<file path="src/rtl/bmu_pkg.sv">
// Shared types and constants of the bit manipulation unit
package bmu_pkg;

    typedef enum logic [3:0] {
        bit_invert_op,
        bit_set_op,
        bit_test_op,
        bit_inverted_test_op,
        bit_test_clear_op,
        bit_or_carry_op,
        bit_nor_carry_op,
        bit_xnor_carry_op,
        debug_break_op
    } bmu_op_t;

    // Operand forms; the decoder has already extended the displacement
    typedef enum logic [2:0] {
        mode_reg_bit,
        mode_ind_a0,
        mode_ind_a1,
        mode_base_a0,
        mode_base_a1,
        mode_base_sb,
        mode_base_fb,
        mode_base11_sb
    } bmu_mode_t;

    typedef enum logic [3:0] {
        st_idle,
        st_mem_rd,
        st_exec,
        st_mem_wr,
        st_brk_hi,
        st_brk_lo,
        st_vec_lo,
        st_vec_hi,
        st_finish
    } bmu_state_t;

    // Flag register bit positions
    localparam int FLG_C = 0;
    localparam int FLG_D = 1;
    localparam int FLG_Z = 2;
    localparam int FLG_S = 3;
    localparam int FLG_B = 4;
    localparam int FLG_O = 5;
    localparam int FLG_I = 6;
    localparam int FLG_U = 7;

    localparam logic [7:0]  FLAGS_RST    = 8'h00;
    localparam logic [7:0]  BRK_CLR_MASK = 8'hC2;
    localparam logic [19:0] VEC_LO_ADDR  = 20'hF_FFE4;
    localparam logic [19:0] VEC_HI_ADDR  = 20'hF_FFE6;
    localparam logic [15:0] SP_STEP      = 16'h0002;
    localparam logic [19:0] PC_STEP      = 20'h0_0001;
    localparam logic [3:0]  ADDR_UPPER   = 4'h0;
    localparam logic [7:0]  BYTE_ZERO    = 8'h00;
    localparam int          BYTE_SHIFT   = 3;

endpackage

</file>
<file path="src/rtl/bmu_bit_logic.sv">
// Single-bit result and flag update for each bit operation
`timescale 1ns/100ps
module bmu_bit_logic
    import bmu_pkg::*;
(
    input  wire bmu_pkg::bmu_op_t op,
    input  wire logic             src_bit,
    input  wire logic [7:0]       flags_in,
    output logic                  bit_out,
    output logic                  bit_write,
    output logic [7:0]            flags_out,
    output logic                  flag_write
);

    always_comb begin
        bit_out    = src_bit;
        bit_write  = 1'b0;
        flags_out  = flags_in;
        flag_write = 1'b0;
        unique case (op)
            bit_invert_op: begin
                bit_out   = ~src_bit;
                bit_write = 1'b1;
            end
            bit_set_op: begin
                bit_out   = 1'b1;
                bit_write = 1'b1;
            end
            bit_test_op: begin
                flags_out[FLG_Z] = ~src_bit;
                flags_out[FLG_C] = src_bit;
                flag_write       = 1'b1;
            end
            bit_inverted_test_op: begin
                flags_out[FLG_Z] = ~src_bit;
                flags_out[FLG_C] = ~src_bit;
                flag_write       = 1'b1;
            end
            bit_test_clear_op: begin
                flags_out[FLG_Z] = ~src_bit;
                flags_out[FLG_C] = src_bit;
                flag_write       = 1'b1;
                bit_out          = 1'b0;
                bit_write        = 1'b1;
            end
            bit_or_carry_op: begin
                flags_out[FLG_C] = src_bit | flags_in[FLG_C];
                flag_write       = 1'b1;
            end
            bit_nor_carry_op: begin
                flags_out[FLG_C] = ~src_bit | flags_in[FLG_C];
                flag_write       = 1'b1;
            end
            bit_xnor_carry_op: begin
                flags_out[FLG_C] = ~src_bit ^ flags_in[FLG_C];
                flag_write       = 1'b1;
            end
            default: begin
                bit_write = 1'b0;
            end
        endcase
    end

endmodule

</file>
<file path="src/rtl/bmu_core.sv">
// Bit manipulation and debug break datapath of the CPU core
//
// Operation
// - Bit NOR-carry: carry becomes inverted source bit OR old carry.
// - Bit invert writes back complement of addressed bit; flags untouched.
// - Invert and set accept 11-bit static-base form only in short format.
// - Bit test accepts 11-bit static-base form only in short format.
// - Inverted test loads zero and carry with complement of source bit.
// - Bit XNOR-carry: carry becomes inverted source bit XOR old carry.
// - Bit OR-carry: carry becomes source bit OR old carry.
// - Break pushes PC high with flags, then PC low, loads vector.
// - Debug break is taken regardless of interrupt enable or level.
// - Break saves flags first; only stack, enable, debug flags change.
// - Bit set writes one into addressed bit; flags untouched.
// - Bit test: zero gets inverted source bit, carry gets source bit.
// - Test-and-clear updates zero and carry, then clears the bit.
// - Operands: register bit, indirect, or offset from register bases.
`timescale 1ns/100ps
module bmu_core (
    input  wire  logic                clk_sys,
    input  wire  logic                rst,
    input  wire  logic                start,
    input  wire  bmu_pkg::bmu_op_t    op,
    input  wire  bmu_pkg::bmu_mode_t  mode,
    input  wire  logic                short_format,
    input  wire  logic [3:0]          bit_num,
    input  wire  logic [15:0]         disp,
    input  wire  logic [15:0]         reg_operand,
    input  wire  logic [15:0]         addr_reg_zero,
    input  wire  logic [15:0]         addr_reg_one,
    input  wire  logic [15:0]         static_base_reg,
    input  wire  logic [15:0]         frame_base_reg,
    input  wire  logic [15:0]         stack_ptr_in,
    input  wire  logic [19:0]         pc_in,
    input  wire  logic [7:0]          flag_register,
    output logic                      busy,
    output logic                      done,
    output logic                      illegal,
    output logic [15:0]               reg_wdata,
    output logic                      reg_we,
    output logic [7:0]                flag_out,
    output logic                      flag_we,
    output logic [15:0]               stack_ptr_out,
    output logic                      stack_ptr_we,
    output logic [19:0]               pc_out,
    output logic                      pc_we,
    output logic                      mem_req,
    output logic                      mem_we,
    output logic                      mem_word,
    output logic                      mem_lock,
    output logic [19:0]               mem_addr,
    output logic [15:0]               mem_wdata,
    input  wire  logic [15:0]         mem_rdata,
    input  wire  logic                mem_ack
);
    import bmu_pkg::*;

    bmu_state_t  state, next_state;
    bmu_op_t     op_q, next_op_q;
    logic [15:0] data_q, next_data_q;
    logic [3:0]  bit_q, next_bit_q;
    logic        is_mem_q, next_is_mem_q;
    logic        src_bit_q, next_src_bit_q;
    logic        fw_q, next_fw_q;
    logic        rw_q, next_rw_q;
    logic        ill_q, next_ill_q;
    logic [7:0]  old_flags_q, next_old_flags_q;
    logic [7:0]  flags_q, next_flags_q;
    logic [15:0] sp_q, next_sp_q;
    logic [19:0] pc_q, next_pc_q;
    logic        next_mem_req, next_mem_we, next_mem_word;
    logic [19:0] next_mem_addr;
    logic [15:0] next_mem_wdata;

    logic [15:0] bit_addr, byte_off;
    logic [3:0]  bit_idx;
    logic        form_bad;
    logic        lg_bit, lg_wr, lg_fw;
    logic [7:0]  lg_flags;

    bmu_bit_logic u_logic (
        .op         (op_q),
        .src_bit    (data_q[bit_q]),
        .flags_in   (old_flags_q),
        .bit_out    (lg_bit),
        .bit_write  (lg_wr),
        .flags_out  (lg_flags),
        .flag_write (lg_fw)
    );

    // Operand location from the addressing form
    always_comb begin
        bit_addr = 16'h0000;
        byte_off = 16'h0000;
        bit_idx  = bit_num;
        unique case (mode)
            mode_reg_bit: bit_idx = bit_num;
            mode_ind_a0:  bit_addr = addr_reg_zero;
            mode_ind_a1:  bit_addr = addr_reg_one;
            mode_base_a0: bit_addr = disp + addr_reg_zero;
            mode_base_a1: bit_addr = disp + addr_reg_one;
            mode_base_sb, mode_base11_sb: begin
                byte_off = disp + static_base_reg;
                bit_idx  = {1'b0, bit_num[2:0]};
            end
            mode_base_fb: begin
                byte_off = disp + frame_base_reg;
                bit_idx  = {1'b0, bit_num[2:0]};
            end
        endcase
        if (mode inside {mode_ind_a0, mode_ind_a1, mode_base_a0,
                         mode_base_a1}) begin
            // Address register forms carry a bit address, not a byte one
            byte_off = bit_addr >> BYTE_SHIFT;
            bit_idx  = {1'b0, bit_addr[2:0]};
        end
        // 11-bit static-base form exists only for short invert/set/test
        form_bad = (mode == mode_base11_sb) &&
                   (!short_format ||
                    !(op inside {bit_invert_op, bit_set_op,
                                 bit_test_op}));
    end

    always_comb begin
        next_state       = state;
        next_op_q        = op_q;
        next_data_q      = data_q;
        next_bit_q       = bit_q;
        next_is_mem_q    = is_mem_q;
        next_src_bit_q   = src_bit_q;
        next_fw_q        = fw_q;
        next_rw_q        = rw_q;
        next_ill_q       = 1'b0;
        next_old_flags_q = old_flags_q;
        next_flags_q     = flags_q;
        next_sp_q        = sp_q;
        next_pc_q        = pc_q;
        next_mem_req     = mem_req;
        next_mem_we      = mem_we;
        next_mem_word    = mem_word;
        next_mem_addr    = mem_addr;
        next_mem_wdata   = mem_wdata;
        unique case (state)
            st_idle: begin
                if (start) begin
                    next_op_q        = op;
                    next_old_flags_q = flag_register;
                    next_flags_q     = flag_register;
                    next_fw_q        = 1'b0;
                    next_rw_q        = 1'b0;
                    if (op == debug_break_op) begin
                        // Interrupt enable and level are not consulted
                        next_sp_q      = stack_ptr_in - SP_STEP;
                        next_pc_q      = pc_in + PC_STEP;
                        next_mem_req   = 1'b1;
                        next_mem_we    = 1'b1;
                        next_mem_word  = 1'b1;
                        next_mem_addr  = {ADDR_UPPER,
                                          stack_ptr_in - SP_STEP};
                        next_mem_wdata = {ADDR_UPPER,
                                          next_pc_q[19:16],
                                          flag_register};
                        next_state     = st_brk_hi;
                    end else if (form_bad) begin
                        next_ill_q = 1'b1;
                    end else begin
                        next_bit_q    = bit_idx;
                        next_is_mem_q = (mode != mode_reg_bit);
                        if (mode == mode_reg_bit) begin
                            next_data_q = reg_operand;
                            next_state  = st_exec;
                        end else begin
                            next_mem_req  = 1'b1;
                            next_mem_we   = 1'b0;
                            next_mem_word = 1'b0;
                            next_mem_addr = {ADDR_UPPER, byte_off};
                            next_state    = st_mem_rd;
                        end
                    end
                end
            end
            st_mem_rd: begin
                if (mem_ack) begin
                    next_mem_req = 1'b0;
                    next_data_q  = {BYTE_ZERO, mem_rdata[7:0]};
                    next_state   = st_exec;
                end
            end
            st_exec: begin
                next_src_bit_q = data_q[bit_q];
                next_flags_q   = lg_flags;
                next_fw_q      = lg_fw;
                if (lg_wr) begin
                    next_data_q[bit_q] = lg_bit;
                end
                next_rw_q  = lg_wr && !is_mem_q;
                next_state = st_finish;
                if (lg_wr && is_mem_q) begin
                    // Write back the byte while the lock is still held
                    next_mem_req   = 1'b1;
                    next_mem_we    = 1'b1;
                    next_mem_wdata = next_data_q;
                    next_state     = st_mem_wr;
                end
            end
            st_mem_wr: begin
                if (mem_ack) begin
                    next_mem_req = 1'b0;
                    next_mem_we  = 1'b0;
                    next_state   = st_finish;
                end
            end
            st_brk_hi: begin
                if (mem_ack) begin
                    next_sp_q      = sp_q - SP_STEP;
                    next_mem_addr  = {ADDR_UPPER, sp_q - SP_STEP};
                    next_mem_wdata = pc_q[15:0];
                    next_state     = st_brk_lo;
                end
            end
            st_brk_lo: begin
                if (mem_ack) begin
                    next_mem_we   = 1'b0;
                    next_mem_addr = VEC_LO_ADDR;
                    next_state    = st_vec_lo;
                end
            end
            st_vec_lo: begin
                if (mem_ack) begin
                    next_pc_q[15:0] = mem_rdata;
                    next_mem_word   = 1'b0;
                    next_mem_addr   = VEC_HI_ADDR;
                    next_state      = st_vec_hi;
                end
            end
            st_vec_hi: begin
                if (mem_ack) begin
                    next_pc_q[19:16] = mem_rdata[3:0];
                    next_mem_req     = 1'b0;
                    // Flags were pushed already; now clear U, I and D
                    next_flags_q     = old_flags_q &
                                       ~BRK_CLR_MASK;
                    next_fw_q        = 1'b1;
                    next_state       = st_finish;
                end
            end
            st_finish: begin
                next_state = st_idle;
            end
            default: begin
                next_state = st_idle;
            end
        endcase
    end

    always_ff @(posedge clk_sys or posedge rst) begin
        if (rst) begin
            state       <= st_idle;
            op_q        <= bit_invert_op;
            data_q      <= 16'h0000;
            bit_q       <= 4'h0;
            is_mem_q    <= 1'b0;
            src_bit_q   <= 1'b0;
            fw_q        <= 1'b0;
            rw_q        <= 1'b0;
            ill_q       <= 1'b0;
            old_flags_q <= FLAGS_RST;
            flags_q     <= FLAGS_RST;
            sp_q        <= 16'h0000;
            pc_q        <= 20'h0_0000;
            mem_req     <= 1'b0;
            mem_we      <= 1'b0;
            mem_word    <= 1'b0;
            mem_addr    <= 20'h0_0000;
            mem_wdata   <= 16'h0000;
        end else begin
            state       <= next_state;
            op_q        <= next_op_q;
            data_q      <= next_data_q;
            bit_q       <= next_bit_q;
            is_mem_q    <= next_is_mem_q;
            src_bit_q   <= next_src_bit_q;
            fw_q        <= next_fw_q;
            rw_q        <= next_rw_q;
            ill_q       <= next_ill_q;
            old_flags_q <= next_old_flags_q;
            flags_q     <= next_flags_q;
            sp_q        <= next_sp_q;
            pc_q        <= next_pc_q;
            mem_req     <= next_mem_req;
            mem_we      <= next_mem_we;
            mem_word    <= next_mem_word;
            mem_addr    <= next_mem_addr;
            mem_wdata   <= next_mem_wdata;
        end
    end

    assign busy          = (state != st_idle);
    assign done          = (state == st_finish);
    assign illegal       = ill_q;
    assign reg_wdata     = data_q;
    assign reg_we        = done && rw_q;
    assign flag_out      = flags_q;
    assign flag_we       = done && fw_q;
    assign stack_ptr_out = sp_q;
    assign pc_out        = pc_q;
    assign stack_ptr_we  = done && (op_q == debug_break_op);
    assign pc_we         = done && (op_q == debug_break_op);
    assign mem_lock      = state inside {st_mem_rd, st_exec, st_mem_wr};
endmodule

</file>
<file path="config.mk">
export PLATFORM = sky130hd
export DESIGN_NAME = bmu_core
export DESIGN_NICKNAME = d
export VERILOG_FILES = /design/src/rtl/bmu_pkg.sv /design/src/rtl/bmu_bit_logic.sv /design/src/rtl/bmu_core.sv
export SDC_FILE = /design/constraint.sdc
export NUM_CORES = 1
export LEC_CHECK = 0
export BUFFER_PORTS_ARGS = -buffer_cell sky130_fd_sc_hd__buf_2
export CORE_MARGIN = 3
export CORE_UTILIZATION = 40
export DETAILED_ROUTE_END_ITERATION = 10
export SLEW_MARGIN = 20
export SYNTH_ARGS = -nofsm -noshare
export SYNTH_HDL_FRONTEND = slang
export SYNTH_SLANG_ARGS = --single-unit
export TNS_END_PERCENT = 1
</file>
<file path="constraint.sdc">
create_clock -name clk_sys -period 7 [get_ports clk_sys]
set_clock_uncertainty 0.05 [all_clocks]
set_input_delay 0.7 -clock clk_sys [delete_from_list [all_inputs] [get_ports clk_sys]]
set_output_delay 0.7 -clock clk_sys [all_outputs]
set_load 0.005 [all_outputs]
</file>
==> results.txt <==
Final #Nets = 1639
Cells after Synth = 1193
FF-to-FF path depth = 7
Final ANT Viol Nets = 0
Largest net degree at the start of global routing = 70
Met2 wire length = 17200 microns
Fin. Hold Viols = 0
Rows = 56
Maximum buffer depth of the clock tree = 2
Clk Latency, worst-skew pair = 0.42 ns
Crit path time final = 4.22 ns
Setup TNS = 0 ns
PwrDens = 404 mW/mm^2
Main combinational cell family by area after synthesis = compound AO/OA/AOI/OAI gates
Via Count = 10400
Worst min path class = input pin to asynchronous set/reset pin
Critical path's top delay family = compound AO/OA/AOI/OAI gates
Post-Route WL = 35400 microns
Crit. Startpoint = mode[2]
Top FF cell, synth = dfrtp_1
CTS resizes = 0
Vias in the first global route = 9869
Adder-Cell Fraction of Synth Area = 0.0512
Initial antenna violation count = 2
Pleak = 5.39 nW
Critical Path AT = 4.47 ns
Critical R2R Launch = state[1]$_DFFE_PP0P_
CTS tree = yes
Worst stage delay on the critical path = 0.72 ns
Maximum vdd drop = 174 uV
Register area share after synthesis = 0.306
Most frequent cells in the layout = 278 x buf_2, 120 x dfrtp_1, 113 x nand2_1
Max Used Layer = met4
Met1 Routed Length = 15500 microns
Max-slew violations = 0
Total die area = 0.0265 sq mm
Aggregate global-route resource usage = 0.260
RSZ-0062 raised after global routing = false
Fraction of layout instances using a drive strength above 1 = 0.276
Synth Area in Simple Gates = 0.186
Die height = 163 microns
Routed WL per cell = 20.1 microns
Synthesis warning total = 0
Register Area = 0.00300 sq mm
Maxcap violations = 0
Maximum clock rate = 237 MHz
Grt total ovfl = 0
Residual DRC = 0
Multi-input combinational cell area = 0.00642 sq mm
Total CTS buffers = 17
Worst-path maximum fanout = 28
CTS H-Tree Depth = 4
Relative slew slack = 0.387
Layout fillers = 2435
Die W = 163 microns
Post-synth EDFFs = 0
Placer Congestion = 0.918
Port bufs = 278
Critical path buffers and inverters = 1
Met3 wire length = 2020 microns
# IOs = 279
Nature of the critical path endpoint = flop
Status = finished, final reports clean
Critical path class = input pin to flop
DP HPWL = 27400 microns
Core area = 0.0238 sq mm
CP max-delay cell = nand3b_1
Post-layout power = 4.86 mW
Hold Buf Count CTS = 0
Mux contribution to synthesized area = 0.0977
CP cell instances = buf_2 -> nand3b_1 -> mux2_2 -> ha_1 -> a21o_1 -> a21oi_1 -> a21boi_0 -> a21boi_0 -> o31ai_1 -> mux2i_1 -> a21oi_1
Mapped Nets = 1404
Clk slew on worst S/H paths = 0.06 ns
Slew @ Worst Pin = 0.919 ns
Flops & latches, synth = 120
Critical path depth in cells = 11
Post-Synth XOR/XNOR Area = 0.0633
CP required = 7.25 ns
Initial core utilization = 0.412
Root Buffer = clkbuf_16
Mapped cell area = 0.00982 sq mm
Final worst-path cycle share = 0.603
Async S/R FF share, synth = 1.00
Synth Area in Compound Gates = 0.253
Post-CTS Setup Bufs = 0
Initial DRC count = 871
Crit path launch type = input pin
Final setup violation count = 0
Drt first pass iters = 5
Area delta synth->final = 22.3%
Post-synth cell types = 75
Post-DR vias/cell = 5.88
Commonest non-fill, non-tap cell in the layout = buf_2
First-pass GRT wire length = 54600 microns
Avg Inst Size Synth = 8.23 sq um
Num Clock Sinks = 120
path summary, 6_finish.rpt:
path                                                  to  slack, ns
worst max-delay path            mem_addr[13]$_DFFE_PP0P_       2.78
worst min-delay path             flag_out[5]$_DFFE_PP0P_       0.32
worst max register to register     pc_out[0]$_DFFE_PP0P_       3.04
worst min register to register   mem_addr[2]$_DFFE_PP0P_       0.45
max in group asynchronous          pc_out[8]$_DFFE_PP0P_       5.19
min in group clk_sys             mem_addr[2]$_DFFE_PP0P_       0.45
Yosys cell counts (11+ instances only):
master	count	area share
mux2i_1	34	0.035
clkbuf_1	60	0.023
xor2_1	31	0.028
o22ai_1	16	0.010
nand4_1	11	0.0070
mux2_2	47	0.054
nor3_1	28	0.014
nand2_1	113	0.043
nand3_1	39	0.020
inv_1	26	0.0099
a21o_1	16	0.012
nor2_1	109	0.042
o221ai_1	12	0.011
dfrtp_1	120	0.31
a22oi_1	39	0.030
ha_1	37	0.047
xnor2_1	40	0.036
o21ai_0	108	0.055
a211oi_1	18	0.014
a31oi_1	11	0.0070
a21oi_1	100	0.051
and3_1	17	0.011
routing by layer:
layer  vias up  GRT usage
li1       4885          -
met1      5045      0.352
met2       397      0.435
met3        37     0.0417
met4         0     0.0661
met5         -          0
where the power goes:
group	internal [mW]	total (mW)	switching (mW)
logic	1.06	2.55	1.49
clock network	0.509	0.856	0.347
registers	1.05	1.46	0.407
total	2.62	4.86	2.24
sequential cells by signal, indices dropped and copies added (netlist names):
name	flops
is_mem_q	1
mem_wdata	16
mem_addr	17
reg_wdata	16
mem_we	1
stack_ptr_out	16
state	4
pc_out	20
flag_out	8
mem_word	1
bit_q	4
mem_req	1
fw_q	1
illegal	1
op_q	4
old_flags_q	8
rw_q	1
final cells by class:
type	instances	area share
multi-input cells	969	0.535
flip-flops and latches	120	0.250
repair buffers	294	0.126
clock buffers	19	0.0377
well taps	319	0.0332
clock inverters	13	0.0100
inverters	26	0.00833
diodes	2	0.000417
logic make-up after synthesis:
family          after synthesis
compound gates              392
simple gates                382
flops                       120
buf+inv                     104
mux                          85
xor+xnor                     71
fa+ha+maj                    39
per-stage QoR:
step	setup WS, ns	instance area [sq um]	instances	hold slack, ns	util
2_1_floorplan	3.06	9820	1193	0.411	-
3_3_place_gp	2.56	11400	1728	0.435	0.479
3_5_place_dp	2.41	11400	1728	0.435	0.479
4_1_cts	2.81	12000	1760	0.345	0.504
5_1_grt	2.49	12000	1762	0.365	0.504
6_report	2.78	12000	1762	0.316	0.504
Power figures use the tool's default switching activity.
